[config.mk]
export PLATFORM = sky130hd
export DESIGN_NAME = sgm_pin_mux
export DESIGN_NICKNAME = d
export VERILOG_FILES = /design/src/rtl/sgm_pkg.sv /design/src/rtl/sgm_mgmt_if.sv /design/src/rtl/sgm_mgmt_clk.sv /design/src/rtl/sgm_pin_mux.sv
export SDC_FILE = /design/constraint.sdc
export NUM_CORES = 1
export LEC_CHECK = 0
export BUFFER_PORTS_ARGS = -buffer_cell sky130_fd_sc_hd__buf_2
export CAP_MARGIN = 20
export CORE_MARGIN = 8
export CORE_UTILIZATION = 30
export CTS_CLUSTER_SIZE = 24
export DETAILED_ROUTE_END_ITERATION = 7
export SLEW_MARGIN = 20
export SYNTH_ARGS = -nofsm -noshare
export SYNTH_HDL_FRONTEND = slang
export SYNTH_SLANG_ARGS = --single-unit
[constraint.sdc]
create_clock -name pclk -period 3 [get_ports pclk]
set_input_delay 0.3 -clock pclk [delete_from_list [all_inputs] [get_ports pclk]]
set_output_delay 0.3 -clock pclk [all_outputs]
set_load 0.02 [all_outputs]
[src/rtl/sgm_pkg.sv]
package sgm_pkg;

  // ----------------------------------------------------------------
  // Sizes
  // ----------------------------------------------------------------
  localparam int NUM_PINS = 6;
  localparam int NUM_PART = 4;
  localparam int ADDR_W = 12;
  localparam int DATA_W = 32;

  // ----------------------------------------------------------------
  // Register offsets (byte addresses)
  // ----------------------------------------------------------------
  localparam logic [ADDR_W-1:0] REG_FUNC_SEL = 12'h000;
  localparam logic [ADDR_W-1:0] REG_GPIO_DIR = 12'h004;
  localparam logic [ADDR_W-1:0] REG_GPIO_OUT = 12'h008;
  localparam logic [ADDR_W-1:0] REG_GPIO_IN = 12'h00C;
  localparam logic [ADDR_W-1:0] REG_INT_STAT = 12'h010;
  localparam logic [ADDR_W-1:0] REG_INT_MASK = 12'h014;
  localparam logic [ADDR_W-1:0] REG_FAIL_EN = 12'h018;
  localparam logic [ADDR_W-1:0] REG_PART_DRV = 12'h01C;
  localparam logic [ADDR_W-1:0] REG_SYS_STAT = 12'h020;

  // ----------------------------------------------------------------
  // Field layout
  // ----------------------------------------------------------------
  localparam int FSEL_W = 2;
  localparam int STAT_W = 5;
  localparam int STAT_FAIL_BIT = 4;
  localparam int SYS_FSEL_BIT = 0;
  localparam int SYS_ADDR_LSB = 1;
  localparam int SYS_MCLK_BIT = 3;
  localparam int SLV_SEL_W = 2;

  // ----------------------------------------------------------------
  // Reset values
  // ----------------------------------------------------------------
  localparam logic [NUM_PINS*FSEL_W-1:0] FUNC_SEL_RST = 12'h000;
  localparam logic [NUM_PINS-1:0] PIN_RST = 6'h00;
  localparam logic [STAT_W-1:0] STAT_RST = 5'h00;
  localparam logic [NUM_PART-1:0] PART_RST = 4'h0;

  // ----------------------------------------------------------------
  // Pin functions and pin roles
  // ----------------------------------------------------------------
  typedef enum logic [FSEL_W-1:0] {
    FN_GPIO,
    FN_ALT1,
    FN_ALT2,
    FN_RSVD
  } sgm_func_type;

  localparam int PIN_FAILOVER = 4;
  localparam int PIN_HOTPLUG = 5;

  // Reference clock frequency select codes.
  localparam logic REFCLK_SEL_100 = 1'h0;
  localparam logic REFCLK_SEL_125 = 1'h1;

  // ----------------------------------------------------------------
  // Timing
  // ----------------------------------------------------------------
  localparam int CLK_HZ = 100_000_000;
  localparam int MGMT_CLK_HZ = 100_000;
  localparam int MGMT_HALF_CYC = CLK_HZ / (2 * MGMT_CLK_HZ);
  localparam int STRAP_DLY = 3;

endpackage : sgm_pkg

[src/rtl/sgm_mgmt_if.sv]
`timescale 1ns/1ps
`default_nettype none

interface sgm_mgmt_if;
  logic busy;
  logic clk_low;
  logic clk_oe;

  modport ctrl (
    output busy,
    input clk_low,
    input clk_oe
  );

  modport gen (
    input busy,
    output clk_low,
    output clk_oe
  );
endinterface : sgm_mgmt_if

`default_nettype wire

[src/rtl/sgm_mgmt_clk.sv]
`timescale 1ns/1ps
`default_nettype none

module sgm_mgmt_clk
  import sgm_pkg::*;
#(
  parameter int HALF_CYC = MGMT_HALF_CYC
) (
  // Clock and reset
  input wire logic pclk,
  input wire logic presetn,
  // Control side
  sgm_mgmt_if.gen mif
);

  if (HALF_CYC < 1) begin : g_bad_half
    $error("sgm_mgmt_clk: HALF_CYC must be at least one");
  end

  localparam int CNT_W = $clog2(HALF_CYC + 1);
  localparam logic [CNT_W-1:0] CNT_LAST = CNT_W'(HALF_CYC - 1);

  logic [CNT_W-1:0] cnt_r;
  logic [CNT_W-1:0] cnt_nxt;
  logic low_r;
  logic low_nxt;
  logic tick;

  // The line is open drain: driving low is the only active state, so
  // the idle bus is simply released and pulled high by the board.
  always_comb begin
    tick = (cnt_r == CNT_LAST);
    cnt_nxt = cnt_r;
    low_nxt = low_r;
    if (mif.busy || low_r) begin
      cnt_nxt = tick ? '0 : cnt_r + 1'b1;
    end else begin
      cnt_nxt = '0;
    end
    if (tick) begin
      low_nxt = mif.busy ? ~low_r : 1'b0;
    end
  end

  always_ff @(posedge pclk or negedge presetn) begin
    if (!presetn) begin
      cnt_r <= '0;
      low_r <= 1'b0;
    end else begin
      cnt_r <= cnt_nxt;
      low_r <= low_nxt;
    end
  end

  assign mif.clk_low = low_r;
  assign mif.clk_oe = low_r;
endmodule : sgm_mgmt_clk

`default_nettype wire

[src/rtl/sgm_pin_mux.sv]
`timescale 1ns/1ps
`default_nettype none

module sgm_pin_mux
  import sgm_pkg::*;
#(
  parameter int MGMT_HALF = MGMT_HALF_CYC,
  parameter logic [6:0] SLAVE_ADDR_BASE = 7'h70
) (
  // Clock and reset
  input wire logic pclk,
  input wire logic presetn,
  // APB slave
  input wire logic psel,
  input wire logic penable,
  input wire logic pwrite,
  input wire logic [ADDR_W-1:0] paddr,
  input wire logic [DATA_W-1:0] pwdata,
  output logic [DATA_W-1:0] prdata,
  output logic pready,
  output logic pslverr,
  output logic irq,
  // General-purpose pins
  input wire logic [NUM_PINS-1:0] gpio_in,
  output logic [NUM_PINS-1:0] gpio_out,
  output logic [NUM_PINS-1:0] gpio_oe,
  // Internal status sources
  input wire logic port16_linkup,
  input wire logic port16_link_active,
  input wire logic port0_linkup,
  input wire logic port0_link_active,
  input wire logic hotplug_event,
  // Internal results
  output logic [NUM_PART-1:0] partition_reset,
  output logic failover_event,
  // Master management clock pin and its busy request
  input wire logic mgmt_master_busy,
  input wire logic master_mgmt_clk_in,
  output logic master_mgmt_clk_out,
  output logic master_mgmt_clk_oe,
  // Slave management address
  input wire logic [SLV_SEL_W-1:0] slave_mgmt_addr_sel,
  input wire logic [6:0] slave_rx_addr,
  input wire logic slave_rx_addr_valid,
  output logic slave_addr_hit,
  // Reference clock select
  input wire logic refclk_freq_select,
  output logic refclk_is_125
);

  // ----------------------------------------------------------------
  // Input synchronisers
  // ----------------------------------------------------------------
  logic [NUM_PINS-1:0] pin_s1_r, pin_s2_r, pin_s3_r;
  logic [SLV_SEL_W-1:0] asel_s1_r, asel_s2_r;
  logic fsel_s1_r, fsel_s2_r, mclk_s1_r, mclk_s2_r;

  always_ff @(posedge pclk or negedge presetn) begin
    if (!presetn) begin
      pin_s1_r <= '1;
      pin_s2_r <= '1;
      pin_s3_r <= '1;
      asel_s1_r <= '0;
      asel_s2_r <= '0;
      fsel_s1_r <= 1'b0;
      fsel_s2_r <= 1'b0;
      mclk_s1_r <= 1'b1;
      mclk_s2_r <= 1'b1;
    end else begin
      pin_s1_r <= gpio_in;
      pin_s2_r <= pin_s1_r;
      pin_s3_r <= pin_s2_r;
      asel_s1_r <= slave_mgmt_addr_sel;
      asel_s2_r <= asel_s1_r;
      fsel_s1_r <= refclk_freq_select;
      fsel_s2_r <= fsel_s1_r;
      mclk_s1_r <= master_mgmt_clk_in;
      mclk_s2_r <= mclk_s1_r;
    end
  end

  // ----------------------------------------------------------------
  // Register state
  // ----------------------------------------------------------------
  logic [NUM_PINS*FSEL_W-1:0] fsel_r, fsel_nxt;
  logic [NUM_PINS-1:0] dir_r, dir_nxt, dout_r, dout_nxt;
  logic [STAT_W-1:0] stat_r, stat_nxt, mask_r, mask_nxt, stat_set;
  logic fail_en_r, fail_en_nxt;
  logic [NUM_PART-1:0] pdrv_r, pdrv_nxt;
  logic [DATA_W-1:0] rdata_r, rdata_nxt;
  logic ready_r, ready_nxt, err_r, err_nxt, irq_r, irq_nxt;
  logic wr_en, setup, hit;
  logic strap_fsel_r;
  logic [SLV_SEL_W-1:0] strap_addr_r;

  assign setup = psel && !penable;
  assign wr_en = psel && penable && pwrite && ready_r;

  // The slave answers with no wait state: read data and the error flag are
  // registered in the setup cycle, so both come straight from flip-flops.
  always_comb begin
    fsel_nxt = fsel_r;
    dir_nxt = dir_r;
    dout_nxt = dout_r;
    mask_nxt = mask_r;
    fail_en_nxt = fail_en_r;
    pdrv_nxt = pdrv_r;
    stat_nxt = stat_r;
    rdata_nxt = rdata_r;
    hit = 1'b1;
    ready_nxt = setup;
    err_nxt = 1'b0;
    case (paddr)
      REG_FUNC_SEL: rdata_nxt = DATA_W'(fsel_r);
      REG_GPIO_DIR: rdata_nxt = DATA_W'(dir_r);
      REG_GPIO_OUT: rdata_nxt = DATA_W'(dout_r);
      REG_GPIO_IN: rdata_nxt = DATA_W'(pin_s2_r);
      REG_INT_STAT: rdata_nxt = DATA_W'(stat_r);
      REG_INT_MASK: rdata_nxt = DATA_W'(mask_r);
      REG_FAIL_EN: rdata_nxt = DATA_W'(fail_en_r);
      REG_PART_DRV: rdata_nxt = DATA_W'(pdrv_r);
      REG_SYS_STAT: rdata_nxt = DATA_W'({mclk_s2_r, strap_addr_r, strap_fsel_r});
      default: begin
        rdata_nxt = '0;
        hit = 1'b0;
      end
    endcase
    if (!setup) begin
      rdata_nxt = rdata_r;
    end else begin
      err_nxt = !hit;
    end
    if (wr_en) begin
      case (paddr)
        REG_FUNC_SEL: fsel_nxt = pwdata[NUM_PINS*FSEL_W-1:0];
        REG_GPIO_DIR: dir_nxt = pwdata[NUM_PINS-1:0];
        REG_GPIO_OUT: dout_nxt = pwdata[NUM_PINS-1:0];
        REG_INT_STAT: stat_nxt = stat_r & ~pwdata[STAT_W-1:0];
        REG_INT_MASK: mask_nxt = pwdata[STAT_W-1:0];
        REG_FAIL_EN: fail_en_nxt = pwdata[0];
        REG_PART_DRV: pdrv_nxt = pwdata[NUM_PART-1:0];
        default: ;
      endcase
    end
    // A hardware event in the clearing cycle wins over the clear.
    stat_nxt = stat_nxt | stat_set;
    irq_nxt = |(stat_nxt & mask_nxt);
  end

  always_ff @(posedge pclk or negedge presetn) begin
    if (!presetn) begin
      fsel_r <= FUNC_SEL_RST;
      dir_r <= PIN_RST;
      dout_r <= PIN_RST;
      stat_r <= STAT_RST;
      mask_r <= STAT_RST;
      fail_en_r <= 1'b0;
      pdrv_r <= PART_RST;
      rdata_r <= '0;
      ready_r <= 1'b0;
      err_r <= 1'b0;
      irq_r <= 1'b0;
    end else begin
      fsel_r <= fsel_nxt;
      dir_r <= dir_nxt;
      dout_r <= dout_nxt;
      stat_r <= stat_nxt;
      mask_r <= mask_nxt;
      fail_en_r <= fail_en_nxt;
      pdrv_r <= pdrv_nxt;
      rdata_r <= rdata_nxt;
      ready_r <= ready_nxt;
      err_r <= err_nxt;
      irq_r <= irq_nxt;
    end
  end

  // ----------------------------------------------------------------
  // Straps captured after reset release
  // ----------------------------------------------------------------
  logic [1:0] strap_cnt_r, strap_cnt_nxt;
  logic strap_fsel_nxt;
  logic [SLV_SEL_W-1:0] strap_addr_nxt;
  logic [6:0] my_addr;
  logic hit_r, hit_nxt, f125_r, f125_nxt;

  // The straps are sampled on each of the first STRAP_DLY edges and then held; the last sample
  // is taken after the synchronisers have filled, so a pin that moves later cannot shift the address under a transfer.
  always_comb begin
    strap_cnt_nxt = strap_cnt_r;
    strap_fsel_nxt = strap_fsel_r;
    strap_addr_nxt = strap_addr_r;
    if (strap_cnt_r != 2'(STRAP_DLY)) begin
      strap_cnt_nxt = strap_cnt_r + 1'b1;
      strap_fsel_nxt = fsel_s2_r;
      strap_addr_nxt = asel_s2_r;
    end
    my_addr = {SLAVE_ADDR_BASE[6:3], strap_addr_r[1], strap_addr_r[0], SLAVE_ADDR_BASE[0]};
    hit_nxt = slave_rx_addr_valid && (slave_rx_addr == my_addr);
    f125_nxt = (strap_fsel_r == REFCLK_SEL_125);
  end

  always_ff @(posedge pclk or negedge presetn) begin
    if (!presetn) begin
      strap_cnt_r <= '0;
      strap_fsel_r <= REFCLK_SEL_100;
      strap_addr_r <= '0;
      hit_r <= 1'b0;
      f125_r <= 1'b0;
    end else begin
      strap_cnt_r <= strap_cnt_nxt;
      strap_fsel_r <= strap_fsel_nxt;
      strap_addr_r <= strap_addr_nxt;
      hit_r <= hit_nxt;
      f125_r <= f125_nxt;
    end
  end

  // ----------------------------------------------------------------
  // Pin multiplexer
  // ----------------------------------------------------------------
  logic [NUM_PINS-1:0] alt1_out, alt1_oe, alt2_out, alt2_oe, alt2_ok;
  logic [NUM_PINS-1:0] out_nxt, oe_nxt, out_r, oe_r;
  logic [NUM_PINS-1:0] is_alt1;

  // Pin roles, written active high inside and inverted at the pin.
  always_comb begin
    alt1_out = '0;
    alt1_oe = '0;
    alt2_out = '1;
    alt2_oe = '0;
    alt2_ok = '0;
    alt1_oe[NUM_PART-1:0] = pdrv_r;
    alt1_out[PIN_HOTPLUG] = ~hotplug_event;
    alt1_oe[PIN_HOTPLUG] = 1'b1;
    alt2_out[0] = ~port16_linkup;
    alt2_out[PIN_FAILOVER] = ~port0_linkup;
    alt2_out[1] = ~port16_link_active;
    alt2_out[PIN_HOTPLUG] = ~port0_link_active;
    alt2_ok = 6'h33;
    alt2_oe = alt2_ok;
  end

  genvar gi;
  generate
    for (gi = 0; gi < NUM_PINS; gi++) begin : g_pin
      sgm_func_type fn;
      assign fn = sgm_func_type'(fsel_r[gi*FSEL_W +: FSEL_W]);
      assign is_alt1[gi] = (fn == FN_ALT1);
      assign out_nxt[gi] = (fn == FN_GPIO) ? dout_r[gi] :
                           (fn == FN_ALT1) ? alt1_out[gi] :
                           (fn == FN_ALT2) ? alt2_out[gi] : 1'b1;
      assign oe_nxt[gi] = (fn == FN_GPIO) ? dir_r[gi] :
                          (fn == FN_ALT1) ? alt1_oe[gi] :
                          (fn == FN_ALT2) ? alt2_oe[gi] : 1'b0;
    end
  endgenerate

  // ----------------------------------------------------------------
  // Partition resets and failover
  // ----------------------------------------------------------------
  logic [NUM_PART-1:0] prst_r, prst_nxt;
  logic fail_r, fail_nxt;

  always_comb begin
    stat_set = '0;
    prst_nxt = is_alt1[NUM_PART-1:0] & (~pin_s2_r[NUM_PART-1:0] | pdrv_r);
    stat_set[NUM_PART-1:0] = prst_nxt & ~prst_r;
    fail_nxt = is_alt1[PIN_FAILOVER] && fail_en_r &&
               (pin_s2_r[PIN_FAILOVER] != pin_s3_r[PIN_FAILOVER]);
    stat_set[STAT_FAIL_BIT] = fail_r;
  end

  always_ff @(posedge pclk or negedge presetn) begin
    if (!presetn) begin
      out_r <= '1;
      oe_r <= PIN_RST;
      prst_r <= PART_RST;
      fail_r <= 1'b0;
    end else begin
      out_r <= out_nxt;
      oe_r <= oe_nxt;
      prst_r <= prst_nxt;
      fail_r <= fail_nxt;
    end
  end

  // ----------------------------------------------------------------
  // Master management clock
  // ----------------------------------------------------------------
  sgm_mgmt_if mif ();
  assign mif.busy = mgmt_master_busy;

  sgm_mgmt_clk #(
    .HALF_CYC(MGMT_HALF)
  ) u_mclk (
    .pclk(pclk),
    .presetn(presetn),
    .mif(mif.gen)
  );

  assign prdata = rdata_r;
  assign pready = ready_r;
  assign pslverr = err_r;
  assign irq = irq_r;
  assign gpio_out = out_r;
  assign gpio_oe = oe_r;
  assign partition_reset = prst_r;
  assign failover_event = fail_r;
  assign master_mgmt_clk_out = 1'b0;
  assign master_mgmt_clk_oe = mif.clk_oe;
  assign slave_addr_hit = hit_r;
  assign refclk_is_125 = f125_r;
endmodule : sgm_pin_mux

`default_nettype wire

==> impl_summary.md, run 1 <==
Global routing
The number of antenna violations at the first check in global routing is 2. Entering global routing, the biggest net connects 65 pins. The first global-routing pass estimated 17.9 mm of wire.

The global route total overflow is 0. The global-route total usage across every layer is 11.4%. The number of global-route vias before repair was 3,314.

Placed design
The number of buffer cells added on primary ports is 87. At the end of routability-driven placement, the weighted congestion stood at 0.863. The half-perimeter wire length after placement is 8.62 mm. In this run the cell area measured after placement is 5400 µm².

Power
The peak supply drop is 0.296 mV. Total power for the finished layout comes to 2.84 mW. For this design the static power due to leakage is 2.72 nW.

Power spread over the standard cell area amounts to 502 nW/µm².

Finish
The layout-stage area growth over the synthesis result is 19.1%. The antenna diode count is 0. The finished cells cover 5670 µm². The layout filler cell count is 1,554. In the final design database the tool counted 552 nets. The fraction of layout cells with a size suffix above 1 is 35.7%. Cells fill 36.1% of the core in the end.

Yosys
The share of the synthesized area in the top cell type is 46.3%. The synthesized design contains 0 enable-type register cells. The share of the yosys chip area belonging to registers is 57.9%. The most used flip-flop cell after synthesis is sky130_fd_sc_hd__dfrtp_1. The average cell area after synthesis is 12.6 µm². The compound-gate portion of the synthesized area is 7.52%. The number of unique standard cell types used by synthesis is 53. The combinational family with the most area after synthesis is multiplexers. Counting flops with an async set or reset pin after synthesis yields a share of 100%.

The leading cell type by number of instances after synthesis is sky130_fd_sc_hd__dfrtp_1. The cell area after synthesis is 4760 µm². The parity-gate share of the synthesized area counting xor and xnor cells is 2.02%. For this run, the number of Yosys warnings is 0.

The cell count after synthesis is 378. By area the synthesized netlist is led by sky130_fd_sc_hd__dfrtp_1 46%, sky130_fd_sc_hd__dfstp_2 12%, sky130_fd_sc_hd__mux2_2 7.8%. The fraction of the mapped netlist area in adder cells is 1.31%.

The proportion of synthesized area in mux cells is 12.9%. Summed over all instances, the cell type with the most area after synthesis is sky130_fd_sc_hd__dfrtp_1. The simple-gate area share of the yosys netlist is 12.6%.

The flop and latch count out of synthesis is 109. Sorting the synthesized cells by how often they occur yields 88 x sky130_fd_sc_hd__dfrtp_1, 33 x sky130_fd_sc_hd__mux2_2, 28 x sky130_fd_sc_hd__nand2_1, 28 x sky130_fd_sc_hd__nor2_1, 22 x sky130_fd_sc_hd__buf_4.

Setup path
The slowest stage of the critical path belongs to the cell sky130_fd_sc_hd__or4b_1. The startpoint type of the worst setup path is a primary input. The minimum setup slack among reg-to-reg paths is 980 ps. The worst register-to-register path ends at irq. STA puts the critical path data arrival time at 2300 ps. The startpoint identified for the worst register-to-register timing path is pready. The critical path required time is 3220 ps. The kind of critical path is primary input to flop. The cell family contributing the most delay on the critical path is simple AND/OR/NAND/NOR gates.

In this run the worst path has a maximum fanout of 20. Walking the worst path, the cells encountered are buf_2 -> nor4b_4 -> nand4_4 -> mux2_2 -> a21boi_0 -> or4b_1. The maximum single-stage delay on the critical path is 520 ps. Counting both buffers and inverters, the worst setup path holds a total of 1. The critical path capture point type is a flop. The worst reg-to-reg path cell count is 5.

STA
Headroom to the max-slew limit came out at 45.9%. The number of hold violations in the final report is 0. The final-layout worst hold slack is 45.9 ps. Setup violations remaining at the end of the flow were counted as 0. The period utilization is 69.2%. Setup repair after global routing left no endpoint under its margin. For the pin with the worst max-slew slack, the measured transition is 812 ps. Between clock sinks in the finished design, the worst skew comes to 7.87 ps. In the final timing run, aggregate negative setup slack is 0 ps.

Static timing analysis puts the maximum clock frequency at 481 MHz. Subtracting the final worst setup slack from the clock period gives 2080 ps. The number of pins exceeding their max-slew limit in the final report is 0.

Run status
The run finished with clean final reports.

Clock tree
CTS placed an instance of sky130_fd_sc_hd__clkbuf_16 at the clock tree root. TritonCTS built the clock tree. After clock tree synthesis, the repair step resized 0 gates.

In this run, post-CTS hold repair placed 0 buffers. Buffers inserted during clock tree synthesis total 9. The CTS clock-pin slew for the worst setup and hold paths is 70 ps. Clock latency on the worst-skew pair, taken at its later pin, is 340 ps.

In this run the number of H-tree levels came out at 3. The number of buffers inserted to repair setup after CTS is 0. The number of sinks handled by clock tree synthesis is 109. Counting along the longest clock path gives a buffer depth of 2.

Routing
Wires add up to 11.3 mm. Once detail routing completed, the nets flagged for antenna violations numbered 0. The average via count per standard cell is 4.53. The number of DRC markers in iteration 0 is 153. The number of remaining DRC errors is 0. Dividing the detail-routed wire length by the instance count gives 16.3 µm.

The total number of vias is 3,145. For this run, the detailed router's first-pass iteration total came to 4.

Floorplan
The I/O pin total is 129. The area of the core is 15,700 µm². The horizontal die dimension is 142 µm. From bottom edge to top edge, the die measures 142 µm. After floorplanning, the core was divided into 46 placement rows. The die covers 20,200 µm². The initial utilization of the core area, before any placement, comes to 30.3%.

Worst hold path
The worst hold-check path type is primary input to async pin.

Flow run
The tool flagged a number of max-cap violations equal to 0.
==> per-stage QoR <==
| step | std cells | setup WS, ps |
|---|---|---|
| final | 695 | 923 |
| after global routing | 695 | 780 |
| after CTS | 695 | 906 |
| after detailed placement | 679 | 529 |
| after global placement | 679 | 580 |
| after floorplan | 398 | 1000 |
==> cell type report <==
class | count | area (µm²) | area share, %
clock buffer | 11 | 233 | 4.11
inverter | 20 | 75.1 | 1.32
tap | 216 | 270 | 4.77
clock inverter | 5 | 32.5 | 0.574
timing repair buffer | 93 | 495 | 8.74
sequential | 109 | 2750 | 48.6
multi-input combinational | 241 | 1810 | 31.9
==> worst max path at each step <==
| stage | start | end | slack, ps | cells after the start |
|---|---|---|---|---|
| detailed placement | paddr[2] | irq | 530 | 6 |
| global placement | paddr[2] | irq | 580 | 6 |
| finish | paddr[2] | irq | 920 | 6 |
| CTS | paddr[2] | irq | 910 | 6 |
| floorplan | paddr[2] | irq | 1000 | 6 |
| global route | paddr[2] | irq | 780 | 6 |
==> worst register-to-register path, cell delays in order, from the launching register on <==
cell and delay (ps):
sky130_fd_sc_hd__dfrtp_1 340, sky130_fd_sc_hd__and4_1 350, sky130_fd_sc_hd__nand4_1 210, sky130_fd_sc_hd__a211o_1 360, sky130_fd_sc_hd__a22oi_1 210, sky130_fd_sc_hd__or4b_1 440
==> where the power goes <==
part / internal (mW) / switching, mW / leakage [nW]
combinational: 0.0786 / 0.134 / 1.26
clock: 0.566 / 0.519 / 0.134
sequential: 1.52 / 0.0279 / 1.33
==> sequential cells by signal, indices dropped and copies added, names as in the netlist, 4 cells and up <==
signal / cells
dir_r: 6
dout_r: 6
mask_r: 5
pdrv_r: 4
partition_reset: 4
u_mclk.cnt_r: 9
gpio_oe: 6
pin_s2_r: 6
pin_s1_r: 6
prdata: 12
gpio_out: 6
fsel_r: 12
stat_r: 5
==> logic make-up (layout without fill, tap and decap cells) <==
kind of cell	count (synthesis)	in the layout
simple gates	104	104
other cells	1	21
flops	109	109
buf+inv	48	129
fa+ha+maj	5	5
mux	46	46
compound gates	54	54
xor+xnor	11	11
==> layer usage <==
layer / global-route usage [%] / vias to the layer above / wire [µm]
met4: 3.11 / 4 / 129
met5: 0 / - / 27
met3: 4.80 / 17 / 997
li1: - / 1480 / -
met2: 17.7 / 102 / 5210
met1: 14.4 / 1542 / 4930
==> layout by cell type (no fill, tap or decap), drive strengths merged, types with 9 or more instances in the layout <==
cell    synthesis  final
conb            1     21
nor2           28     28
inv            20     22
buf            26     93
o21ai          18     18
dfrtp          88     88
nand2          28     28
mux2           33     33
clkbuf          2     11
dfstp          21     21
xnor2           9      9
(Power assumes the default switching activity.)
==> run 2, diff against run 1 <==
--- a/config.mk
+++ b/config.mk
@@ -5,6 +5,7 @@
 export SDC_FILE = /design/constraint.sdc
 export NUM_CORES = 1
 export LEC_CHECK = 0
+export ABC_AREA = 1
 export BUFFER_PORTS_ARGS = -buffer_cell sky130_fd_sc_hd__buf_2
 export CAP_MARGIN = 20
 export CORE_MARGIN = 8
==> constraint.sdc (replaced) <==
create_clock -name pclk -period 2 [get_ports pclk]
set_input_delay 0.2 -clock pclk [delete_from_list [all_inputs] [get_ports pclk]]
set_output_delay 0.2 -clock pclk [all_outputs]
set_load 0.02 [all_outputs]
==> run 2 against run 1 <==
Utilization grew 0.93 points. Design area grew 7.5%. Synthesized area grew 5.3%. Critical path depth grew 3. Clock power grew 70%. First-iteration DRC count grew 24%. Register-to-register slack lost 510 ps. Combinational power grew 31%. Worst hold slack gained 4.5 ps. Clock skew is essentially flat. Largest cell class unchanged. Largest power group unchanged. Highest routed layer unchanged.
==> impl_summary.md, run 2 <==
Worst hold path
The worst hold path startpoint is slave_rx_addr_valid. The hold path depth is 3. The worst hold-check path type is primary input to flop. The worst hold path terminates at slave_addr_hit.

Clock tree
The clock insertion delay at the later pin of the skew report is 350 ps (about the same). The CTS tree is yes. The H-tree depth was 3 (unchanged).

The number of sinks handled by clock tree synthesis is 109 (unchanged). The post-cts sizing count is 0 (unchanged). The CTS clock-pin slew for the worst setup and hold paths is 70 ps (about the same).

The number of buffers inserted for hold repair after clock tree synthesis is 12 (+12). The TritonCTS buffer count is 9 (unchanged). The number of buffers between clock root and the deepest sink is 2 (unchanged). The root buffer cell chosen for the clock tree is sky130_fd_sc_hd__clkbuf_16.

The number of buffers inserted to repair setup after CTS is 0 (unchanged).

Power
The overall power after layout is 4.38 mW (+54%). The total leakage power is 3.05 nW (+12%). The power density of the placed cells is 719 nW/µm² (+43%). The peak supply drop is 0.641 mV (+120%).

Routing
The count of TritonRoute iterations in the first routing pass came to 4 (unchanged). The count of antenna-violating nets left after detailed routing is 0 (unchanged). The final wirelength came to 12.5 mm (+10%). The average via count per standard cell is 4.33 (-4.3%). The total number of vias is 3,790 (+21%). The detailed-route wire length per cell is 14.3 µm (-12%). The number of DRC markers in iteration 0 came to 190 (+24%).

The number of remaining DRC errors is 0 (unchanged).

Setup path
The critical path is of the flop to flop type. The data arrival time of the critical path is 1770 ps (-530 ps). The minimum setup slack among reg-to-reg paths is 470 ps (-510 ps). The worst-path maximum fanout is 12 (-40%). The worst reg-to-reg path cell count is 9 (+4). The endpoint of the most critical register-to-register path is irq.

The critical path capture point type is a flop. The startpoint of the worst register-to-register path is pready. The critical path required time was 2240 ps (-980 ps). The startpoint type of the worst setup path is a flop.

Yosys
The average cell area after synthesis is 9.26 µm² (-26%). The share of the yosys chip area belonging to registers is 54.9% (-2.9 points). The number of unique standard cell types used by synthesis is 39 (-26%). The number of warning messages in the yosys log is 0 (unchanged). The leading cell type by number of instances after synthesis is sky130_fd_sc_hd__nand2_1. The flop and latch count out of synthesis is 109 (unchanged). The proportion of register bits with asynchronous set or reset after synthesis is 100% (unchanged). The largest total area in the synthesized netlist belongs to sky130_fd_sc_hd__dfrtp_1.

In the synthesized netlist, the cells that appear most often are 126 x sky130_fd_sc_hd__nand2_1, 88 x sky130_fd_sc_hd__dfrtp_1, 50 x sky130_fd_sc_hd__inv_1. By area the synthesized netlist is led by sky130_fd_sc_hd__dfrtp_1 44%, sky130_fd_sc_hd__dfstp_2 11%, sky130_fd_sc_hd__nand2_1 9.4%. The share of the synthesized area in the top cell type is 43.9% (-2.3 points). For this run, the leading register cell type out of synthesis is sky130_fd_sc_hd__dfrtp_1. The number of synthesized flops with an enable pin is 0 (unchanged).

The cell area after synthesis is 5010 µm² (+5.3%). The cell count after synthesis is 541 (+43%).

STA
The maximum operating frequency is 652 MHz. The measured slew at the worst slew-check pin is 527 ps (-284 ps). The routed design could run at a clock period as short as 1530 ps. The count of final setup violators was 0 (unchanged).

After layout, the worst path uses 76.7% of the clock period. Setup repair after global routing left no endpoint under its margin. The number of hold violations in the final report is 0 (unchanged). The post-route clock skew is 7.87 ps (+0.00233 ps). The worst slew slack as a fraction of its limit came to 64.6% (+19 points). The number of pins exceeding their max-slew limit in the final report is 0 (unchanged).

The summed negative setup slack over all endpoints is 0 ps (unchanged).

Global routing
The met3 layer usage reported by global route is 5.01% (+0.21 points). The global route total overflow is 0 (unchanged). The met2 track demand over resource in global routing is 18.1% (+0.41 points). The first-pass GRT wire length came to 20.3 mm (+13%). The global-route total usage across every layer is 12.1% (+0.64 points). The number of antenna violations at the first check in global routing is 1 (-1). The largest net degree at the start of global routing is 35 (-46%).

The number of global-route vias before repair is 3,841 (+16%). After global routing, the most crowded layer is met2. The met1 global-route usage is 15.6% (+1.2 points).

Floorplan
The total die area was 21,100 µm² (+4.7%). The area of the core is 16,500 µm² (+4.8%). The row count was 47 (+2.2%). The die height is 145 µm (+2.3%). The horizontal die dimension is 145 µm (+2.3%). The effective utilization at floorplan is 30.4% (+0.15 points). The I/O pin total is 129 (unchanged).

Finish
The fraction of layout cells with a size suffix above 1 was 26.0% (-9.7 points). The antenna diode count is 0 (unchanged). The layout-stage area growth over the synthesis result is 21.6%.

The layout filler cell count is 1,708 (+9.9%). Leaving out fill and tap cells, the most frequent cells in the layout are 126 x sky130_fd_sc_hd__nand2_1, 88 x sky130_fd_sc_hd__dfrtp_1, 86 x sky130_fd_sc_hd__buf_2. The utilization after layout is 37.0% (+0.93 points). Leaving out fill and tap cells, the most frequent cell in the layout is sky130_fd_sc_hd__nand2_1. The area occupied by multi-input gates was 1880 µm² (+3.9%). The post-layout instance count excluding filler cells is 875 (+26%). The area taken by flip-flops and latches came to 2750 µm² (unchanged). The net count of the finished layout is 728 (+32%).

Placed design
The weighted congestion at the end of routability-driven global placement is 0.815 (-5.6%). The half-perimeter wire length after placement is 9.71 mm (+13%). The number of buffer cells added on primary ports is 87 (unchanged).

The placed cell count is 847 (+25%).

Flow run
The max-capacitance violation count came to 0 (unchanged).

Run status
The flow ran to the end, and the final reports show no timing, DRC or antenna violations.
-- run 2: cell count changes after synthesis, moves of 7 or more --
cell / previous run / this run
sky130_fd_sc_hd__mux2_2: 33 / 5
sky130_fd_sc_hd__inv_1: 20 / 50
sky130_fd_sc_hd__o31ai_1: 0 / 8
sky130_fd_sc_hd__nand2_1: 28 / 126
sky130_fd_sc_hd__a22o_1: 8 / 1
sky130_fd_sc_hd__nand3_1: 7 / 44
sky130_fd_sc_hd__nor2_1: 28 / 44
sky130_fd_sc_hd__o21ai_1: 1 / 17
-- run 2: power breakdown --
| group | internal (mW) | switching (mW) |
|---|---|---|
| combinational | 0.0929 | 0.186 |
| sequential | 2.25 | 0.0171 |
| clock | 1.08 | 0.759 |
| total | 3.42 | 0.962 |
-- run 2: layout make-up --
type | count | area share, %
Tap cell | 220 | 4.52
Clock buffer | 15 | 4.56
Timing Repair Buffer | 110 | 10.9
Sequential cell | 109 | 45.2
Inverter | 55 | 3.47
Multi-Input combinational cell | 365 | 30.8
Clock inverter | 1 | 0.493
-- run 2: worst max path at each step --
stage | startpoint | to | slack (ps) | cells after the start
after floorplan | pready | irq | 590 | 10
after global placement | paddr[1] | fsel_r[6] | 360 | 9
after detailed placement | paddr[1] | fsel_r[8] | 340 | 9
after CTS | pready | irq | 430 | 9
after global routing | u_mclk.cnt_r[0] | u_mclk.cnt_r[2] | 210 | 6
final | pready | irq | 470 | 9
-- run 2: worst max-delay path, cell delays in order (launching register included) --
cell	delay, ps
sky130_fd_sc_hd__dfrtp_1	340
sky130_fd_sc_hd__nand2_1	160
sky130_fd_sc_hd__nor2_4	350
sky130_fd_sc_hd__nand3_4	150
sky130_fd_sc_hd__nand2_1	90
sky130_fd_sc_hd__nand2_1	60
sky130_fd_sc_hd__nand2_1	80
sky130_fd_sc_hd__nand2_1	50
sky130_fd_sc_hd__nor2_1	80
sky130_fd_sc_hd__nand2_1	70
-- run 2: through the flow --
step / cell area (µm²) / hold WS (ps) / worst slack [ps]
floorplan: 5090 / -95.6 / 589
global placement: 5670 / 180 / 361
detailed placement: 5670 / 185 / 337
CTS: 6090 / 40.6 / 429
global route: 6090 / 55.0 / 212
finish: 6090 / 50.4 / 466
-- run 2: logic make-up (layout without fill, tap and decap cells) --
kind of cell	count (synthesis)	after routing	synth area share, %
other cells	1	21	0.0748
simple gates	259	259	24.4
buf+inv	87	181	9.06
compound gates	69	69	8.06
mux	5	5	1.12
flops	109	109	54.9
fa+ha+maj	5	5	1.25
xor+xnor	6	6	1.05
-- run 2: layer usage --
layer	wire, µm	vias to the layer above
met4	129	2
met5	11	-
met1	5710	1742
li1	-	1930
met3	1130	13
met2	5480	103
